File: config.mk
export PLATFORM = sky130hd
export DESIGN_NAME = pwm_clock_scaler_select
export DESIGN_NICKNAME = d
export VERILOG_FILES = /design/src/pwm_scaler_pkg.sv /design/src/pwm_clock_scaler_select.sv
export SDC_FILE = /design/constraint.sdc
export NUM_CORES = 1
export LEC_CHECK = 0
export BUFFER_PORTS_ARGS = -buffer_cell sky130_fd_sc_hd__clkbuf_2
export CORE_MARGIN = 5
export CORE_UTILIZATION = 50
export CTS_BUF_LIST = sky130_fd_sc_hd__clkbuf_16
export DETAILED_ROUTE_END_ITERATION = 7
export PLACE_DENSITY = 0.69
export SLEW_MARGIN = 20
export SYNTH_ARGS = -nofsm -noshare
export SYNTH_HDL_FRONTEND = slang
export SYNTH_SLANG_ARGS = --single-unit
File: constraint.sdc
create_clock -name sys_clk_in -period 2.41 [get_ports sys_clk_in]
set_input_delay 0.1205 -clock sys_clk_in [delete_from_list [all_inputs] [get_ports sys_clk_in]]
set_output_delay 0.1205 -clock sys_clk_in [all_outputs]
set_load 0.01 [all_outputs]
File: src/pwm_scaler_pkg.sv
// constants and types shared by the pwm clock scaler and channel clock select
package pwm_scaler_pkg;

  // ---------------------------------------------------------------
  // sizes
  // ---------------------------------------------------------------
  localparam int ADDR_W  = 3;
  localparam int DATA_W  = 8;
  localparam int NUM_CH  = 8;
  localparam int NUM_SCL = 2;

  // ---------------------------------------------------------------
  // register offsets
  // ---------------------------------------------------------------
  localparam logic [2:0] OFF_SCALE_A  = 3'h0;
  localparam logic [2:0] OFF_SCALE_B  = 3'h1;
  localparam logic [2:0] OFF_CLK_SEL  = 3'h2;
  localparam logic [2:0] OFF_PAIR_SEL = 3'h3;
  localparam logic [2:0] OFF_STATUS   = 3'h4;
  localparam logic [2:0] OFF_COUNT_A  = 3'h5;
  localparam logic [2:0] OFF_COUNT_B  = 3'h6;

  // ---------------------------------------------------------------
  // reset values and counter constants
  // ---------------------------------------------------------------
  localparam logic [7:0] RST_SCALE    = 8'h00;
  localparam logic [7:0] RST_CLK_SEL  = 8'h00;
  localparam logic [7:0] RST_PAIR_SEL = 8'h00;
  localparam logic [7:0] RST_COUNT    = 8'h00;
  localparam logic [7:0] COUNT_ONE    = 8'h01;
  localparam logic [7:0] COUNT_DEC    = 8'h01;
  localparam logic [7:0] READ_IDLE    = 8'h00;
  // channels whose pair bit at zero means the b family (2, 3, 6, 7)
  localparam logic [7:0] B_DEFAULT_MASK = 8'hcc;

  // ---------------------------------------------------------------
  // status register field positions
  // ---------------------------------------------------------------
  localparam int STAT_TOGGLE_A = 0;
  localparam int STAT_TOGGLE_B = 1;
  localparam int STAT_SA       = 2;
  localparam int STAT_SB       = 3;

  // ---------------------------------------------------------------
  // channel clock sources
  // ---------------------------------------------------------------
  typedef enum logic [1:0] {
    SRC_A  = 2'b00,
    SRC_SA = 2'b01,
    SRC_B  = 2'b10,
    SRC_SB = 2'b11
  } clk_src_type;

endpackage

File: src/pwm_clock_scaler_select.sv
// clock scalers a/b and per-channel clock selection of an eight-channel pwm
//
// The implementer's own choices: the placing of the registers and the plain strobed port.
`timescale 1ns/10ps
module pwm_clock_scaler_select (
  input  wire logic       sys_clk_in,
  input  wire logic       rst_in,
  input  wire logic       clk_a_en_in,
  input  wire logic       clk_b_en_in,
  input  wire logic [2:0] addr_in,
  input  wire logic [7:0] wdata_in,
  input  wire logic       wr_in,
  input  wire logic       rd_in,
  output logic      [7:0] rdata_out,
  output logic            sa_en_out,
  output logic            sb_en_out,
  output logic      [7:0] chan_clk_en_out
);

  // ---------------------------------------------------------------
  // source decode
  // ---------------------------------------------------------------
  function automatic pwm_scaler_pkg::clk_src_type choose_src(
    input logic b_default,
    input logic scaled,
    input logic pair
  );
    logic use_b;
    use_b = pair ^ b_default;
    if (use_b) begin
      choose_src = scaled ? pwm_scaler_pkg::SRC_SB : pwm_scaler_pkg::SRC_B;
    end else begin
      choose_src = scaled ? pwm_scaler_pkg::SRC_SA : pwm_scaler_pkg::SRC_A;
    end
  endfunction

  // ---------------------------------------------------------------
  // storage
  // ---------------------------------------------------------------
  logic [1:0][7:0]             scale_reg;
  logic [1:0][7:0]             count_reg;
  logic [1:0]                  toggle_reg;
  logic [1:0]                  scaled_reg;
  logic [1:0]                  scaled_next;
  logic [1:0]                  expire;
  logic [1:0]                  tick;
  logic [1:0]                  wr_scale;
  logic [7:0]                  clk_sel_reg;
  logic [7:0]                  pair_sel_reg;
  logic [7:0]                  chan_reg;
  logic [7:0]                  chan_next;
  logic [7:0]                  rdata_reg;
  logic [7:0]                  rdata_next;
  pwm_scaler_pkg::clk_src_type src_sel [pwm_scaler_pkg::NUM_CH];

  // upstream prescaler strobes share this clock, so no synchroniser
  assign tick        = {clk_b_en_in, clk_a_en_in};
  assign wr_scale[0] = wr_in && (addr_in == pwm_scaler_pkg::OFF_SCALE_A);
  assign wr_scale[1] = wr_in && (addr_in == pwm_scaler_pkg::OFF_SCALE_B);

  // ---------------------------------------------------------------
  // scalers: index 0 is a, index 1 is b
  // ---------------------------------------------------------------
  for (genvar k = 0; k < pwm_scaler_pkg::NUM_SCL; k++) begin : g_scl
    // a write wins over a tick so the new rate starts cleanly
    assign expire[k]      = tick[k] && !wr_scale[k] &&
                            (count_reg[k] == pwm_scaler_pkg::COUNT_ONE);
    assign scaled_next[k] = expire[k] && toggle_reg[k];

    always_ff @(posedge sys_clk_in or posedge rst_in) begin
      if (rst_in) begin
        scale_reg[k] <= pwm_scaler_pkg::RST_SCALE;
      end else if (wr_scale[k]) begin
        scale_reg[k] <= wdata_in;
      end
    end

    // zero wraps through 255 down to one: 256 ticks per pulse
    always_ff @(posedge sys_clk_in or posedge rst_in) begin
      if (rst_in) begin
        count_reg[k] <= pwm_scaler_pkg::RST_COUNT;
      end else if (wr_scale[k]) begin
        count_reg[k] <= wdata_in;
      end else if (expire[k]) begin
        count_reg[k] <= scale_reg[k];
      end else if (tick[k]) begin
        count_reg[k] <= count_reg[k] - pwm_scaler_pkg::COUNT_DEC;
      end
    end

    always_ff @(posedge sys_clk_in or posedge rst_in) begin
      if (rst_in) begin
        toggle_reg[k] <= 1'b0;
      end else if (expire[k]) begin
        toggle_reg[k] <= ~toggle_reg[k];
      end
    end

    always_ff @(posedge sys_clk_in or posedge rst_in) begin
      if (rst_in) begin
        scaled_reg[k] <= 1'b0;
      end else begin
        scaled_reg[k] <= scaled_next[k];
      end
    end

  end

  // ---------------------------------------------------------------
  // channel clock selection
  // ---------------------------------------------------------------
  for (genvar i = 0; i < pwm_scaler_pkg::NUM_CH; i++) begin : g_ch
    assign src_sel[i] = choose_src(pwm_scaler_pkg::B_DEFAULT_MASK[i],
                                   clk_sel_reg[i], pair_sel_reg[i]);

    always_comb begin
      case (src_sel[i])
        pwm_scaler_pkg::SRC_A:  chan_next[i] = clk_a_en_in;
        pwm_scaler_pkg::SRC_SA: chan_next[i] = scaled_next[0];
        pwm_scaler_pkg::SRC_B:  chan_next[i] = clk_b_en_in;
        pwm_scaler_pkg::SRC_SB: chan_next[i] = scaled_next[1];
        default:                chan_next[i] = 1'b0;
      endcase
    end

    // registered so every source shows the same one-cycle latency
    always_ff @(posedge sys_clk_in or posedge rst_in) begin
      if (rst_in) begin
        chan_reg[i] <= 1'b0;
      end else begin
        chan_reg[i] <= chan_next[i];
      end
    end

  end

  // ---------------------------------------------------------------
  // register writes
  // ---------------------------------------------------------------
  // selection changes mid-period can clip a channel's count
  always_ff @(posedge sys_clk_in or posedge rst_in) begin
    if (rst_in) begin
      clk_sel_reg <= pwm_scaler_pkg::RST_CLK_SEL;
    end else if (wr_in && addr_in == pwm_scaler_pkg::OFF_CLK_SEL) begin
      clk_sel_reg <= wdata_in;
    end
  end

  always_ff @(posedge sys_clk_in or posedge rst_in) begin
    if (rst_in) begin
      pair_sel_reg <= pwm_scaler_pkg::RST_PAIR_SEL;
    end else if (wr_in && addr_in == pwm_scaler_pkg::OFF_PAIR_SEL) begin
      pair_sel_reg <= wdata_in;
    end
  end

  // ---------------------------------------------------------------
  // register reads
  // ---------------------------------------------------------------
  always_comb begin
    rdata_next = pwm_scaler_pkg::READ_IDLE;
    if (rd_in) begin
      case (addr_in)
        pwm_scaler_pkg::OFF_SCALE_A:  rdata_next = scale_reg[0];
        pwm_scaler_pkg::OFF_SCALE_B:  rdata_next = scale_reg[1];
        pwm_scaler_pkg::OFF_CLK_SEL:  rdata_next = clk_sel_reg;
        pwm_scaler_pkg::OFF_PAIR_SEL: rdata_next = pair_sel_reg;
        pwm_scaler_pkg::OFF_STATUS: begin
          rdata_next[pwm_scaler_pkg::STAT_TOGGLE_A] = toggle_reg[0];
          rdata_next[pwm_scaler_pkg::STAT_TOGGLE_B] = toggle_reg[1];
          rdata_next[pwm_scaler_pkg::STAT_SA]       = scaled_reg[0];
          rdata_next[pwm_scaler_pkg::STAT_SB]       = scaled_reg[1];
        end
        pwm_scaler_pkg::OFF_COUNT_A:  rdata_next = count_reg[0];
        pwm_scaler_pkg::OFF_COUNT_B:  rdata_next = count_reg[1];
        default:                      rdata_next = pwm_scaler_pkg::READ_IDLE;
      endcase
    end
  end

  always_ff @(posedge sys_clk_in or posedge rst_in) begin
    if (rst_in) begin
      rdata_reg <= pwm_scaler_pkg::READ_IDLE;
    end else begin
      rdata_reg <= rdata_next;
    end
  end

  assign rdata_out       = rdata_reg;
  assign sa_en_out       = scaled_reg[0];
  assign sb_en_out       = scaled_reg[1];
  assign chan_clk_en_out = chan_reg;
endmodule

==> out/results.tsv <==
metric	value	unit
average footprint of a synthesized cell	9.56	sq um
Power Internal	2.77	mW
maximum fanout count along the critical path	8	
biggest area consumer among synthesized cells	sky130_fd_sc_hd__dfrtp_1	
worst voltage drop across the vdd grid	0.430	mV
Post-Syn Nets	403	
Final Hold Vio Count	0	
P&R area growth vs syn	15.9	%
number of buffers added for setup after CTS	0	
ratio of cells with drive above 1 in the final layout	20.2	%
global placer's final weighted congestion	0.928	
detailed placement HPWL	6.87	mm
CTS Root Cell	sky130_fd_sc_hd__clkbuf_16	
total of flip-flops plus latches after synthesis	68	
WL final	9.85	mm
minimum period implied by the final worst setup slack	2.12	ns
die outline height	95.5	um
share of the yosys chip area belonging to registers	46.6	%
remaining max-slew budget at the tightest pin	62.7	%
Nets	437	
source of the worst register-to-register timing path	count_reg[10]	
data arrival at the endpoint of the critical path	2.36	ns
number of top-level pins	35	
status	finished, final reports clean	
CP startpoint	count_reg[10]	
most used standard cells in the synthesized netlist	75 x sky130_fd_sc_hd__nand2_1, 68 x sky130_fd_sc_hd__dfrtp_1, 22 x sky130_fd_sc_hd__o21ai_0	
Die X-Extent	95.5	um
placed instance area	3940	sq um
initial core utilization	50.9	%
static leakage	1.97	nW
final cell utilization of the core	59.0	%
total gr overflow	0	
global routing usage summed across all routing layers	23.6	%
final number of max-transition violations	0	
category of the worst setup path launch point	flop	
yosys warns	0	
wire per inst	19.0	um
wire length of the first global-routing pass	16.1	mm
Hold WC Path Type	in2reg	
cells traversed along the worst timing path	or4_4 > nor3_4 > nand3_1 > a32oi_1	
Final setup violation count	0	
number of maximum-capacitance violations	0	
area fraction of the dominant cell type after synthesis	46.6	%
Sw Pwr	1.43	mW
switch share	34.0	%
total area of multi-input combinational cells	1780	sq um
proportion of power drawn by the clock network	29.9	%
depth of the most critical reg-to-reg path	4	
clock transition at the registers of the reported paths	0.05	ns
hold path start	wdata_in[4]	
area used by sequential logic in the layout	1700	sq um
register-to-register setup slack	0.29	ns
part of the power in registers	43.1	%
post-route fraction of the period consumed by the critical path	88.1	%
site row count	31	
slew at the pin with the worst max-slew slack	0.556	ns
endpoint of the worst register-to-register path	chan_clk_en_out[4]	
pin count of the biggest net entering global routing	69	
most common cell in the synthesized netlist	sky130_fd_sc_hd__nand2_1	
hold-fix buffers at CTS	1	
worst endpoint required time	2.65	ns
buffers from clock root to sink, at most	2	
Power Density	991	nW/um^2
biggest cell delay along the critical path	0.60	ns
H-Tree Level Count	3	
critical path capture point type	flop	
class of the most critical setup path	reg2reg	
number of buffer cells added on primary ports	34	
core footprint	7180	sq um
CP endpoint	chan_clk_en_out[4]	
RSZ-0062 raised after global routing	false	
Via-to-Cell Ratio	5.92	
number of DRC violations after detailed routing	0	
async set or reset register ratio after synthesis	100	%
Worst Hold Margin	0.0857	ns
# resized after CTS	0	
number of design-rule violations left by the first detailed-router iteration	349	
part of the total power dissipated in combinational logic	27.1	%
Post-synth EDFFs	0	
clock tree from TritonCTS	done	
number of antenna-violating nets in the routed design	0	
Clock Sink Count	68	
number of clock buffers inserted by TritonCTS	9	
instance count of the mapped netlist	382	
fillers	642	
Die Outline Area	9110	sq um
Crit-path slowest cell	sky130_fd_sc_hd__or4_4	
worst clock skew	0.00463	ns
number of antenna violations at the first check in global routing	0	
Sum Neg Setup Slack	0	ns
Netlist Area Pre-Place	3650	sq um
drt first pass iters	5	
number of global-route vias before repair	2969	
count of antenna diodes in the layout	0	
synth top area cells	sky130_fd_sc_hd__dfrtp_1 47%, sky130_fd_sc_hd__nand2_1 7.7%, sky130_fd_sc_hd__mux2_2 4.9%	
highest clock rate	0.471	GHz
cell area after layout	4230	sq um
Unique masters post-synth	50	
clock latency on the worst-skew pair	0.33	ns
total via count after detailed routing	3071	
flip-flop cell with the highest count after synthesis	sky130_fd_sc_hd__dfrtp_1	
-- cell families (layout without fill, tap and decap cells) --
logic type | after synthesis | count (layout) | share of synthesized area [%]
and+or+nand+nor | 145 | 145 | 20.3
AOI/OAI and AO/OA | 92 | 92 | 17.1
DFF | 68 | 68 | 46.6
buffers and inverters | 41 | 79 | 4.83
muxes | 25 | 25 | 8.08
xor gates and xnor gates | 7 | 7 | 1.68
adders and majority gates | 4 | 4 | 1.37
-- routing by layer --
metal  wire, um  global-route usage, %  vias to the layer above
li1           -                      -                     1438
met1       4520                   35.0                     1502
met2       4580                   35.6                      121
met3        642                   4.42                       10
met4        108                   6.28                        0
met5          0                      0                        -
-- cells in the final DEF, fill, tap and decap left out, drive strengths merged, types with 7 or more instances in the layout --
master / synthesis / layout
inv: 18 / 19
buf: 8 / 11
nor2b: 7 / 7
nand2: 75 / 75
mux2: 16 / 16
a21oi: 17 / 17
a32oi: 8 / 8
nor2: 15 / 15
nand3: 12 / 12
o21ai: 22 / 22
nor3: 8 / 8
dfrtp: 68 / 68
mux2i: 7 / 7
a22oi: 10 / 10
clkbuf: 15 / 43
-- final cells by class --
class / count / share of cell area [%]
multi-input combinational: 273 / 42.1
sequential: 68 / 40.2
timing repair buffer: 46 / 6.51
clock buffer: 9 / 5.32
tap: 99 / 2.93
inverter: 18 / 1.60
clock inverter: 6 / 1.36
-- per-stage QoR --
| step | setup WS, ns | power [mW] | std cells |
|---|---|---|---|
| 2_1_floorplan | 0.520 | 2.56 | 382 |
| 3_3_place_gp | 0.397 | 2.90 | 503 |
| 3_5_place_dp | 0.301 | 2.94 | 503 |
| 4_1_cts | 0.291 | 4.21 | 519 |
| 5_1_grt | 0.170 | 4.46 | 519 |
| 6_report | 0.288 | 4.19 | 519 |
-- power groups by stage --
stage / combinational (mW) / sequential, mW / clock [mW]
detailed placement: 1.12 / 1.81 / 0
finish: 1.14 / 1.81 / 1.25
floorplan: 0.868 / 1.69 / 0
global route: 1.27 / 1.85 / 1.34
CTS: 1.13 / 1.80 / 1.28
global placement: 1.10 / 1.81 / 0
-- worst max-delay path, delay by kind of cell, from the launching register on --
kind | cells | cell delay [ns]
DFF | 1 | 0.45
AOI/OAI and AO/OA | 1 | 0.34
and+or+nand+nor | 3 | 1.25
-- worst min path at each step --
| stage | depth (start not counted) | end | slack, ns |
|---|---|---|---|
| 3_3_place_gp | 3 | scale_reg[2] | 0.21 |
| 6_report | 3 | scale_reg[4] | 0.09 |
| 2_1_floorplan | 2 | scale_reg[10] | 0.23 |
| 3_5_place_dp | 3 | chan_clk_en_out[4] | 0.21 |
| 5_1_grt | 3 | clk_sel_reg[3] | 0.10 |
| 4_1_cts | 3 | clk_sel_reg[3] | 0.08 |
(Power assumes the default switching activity.)
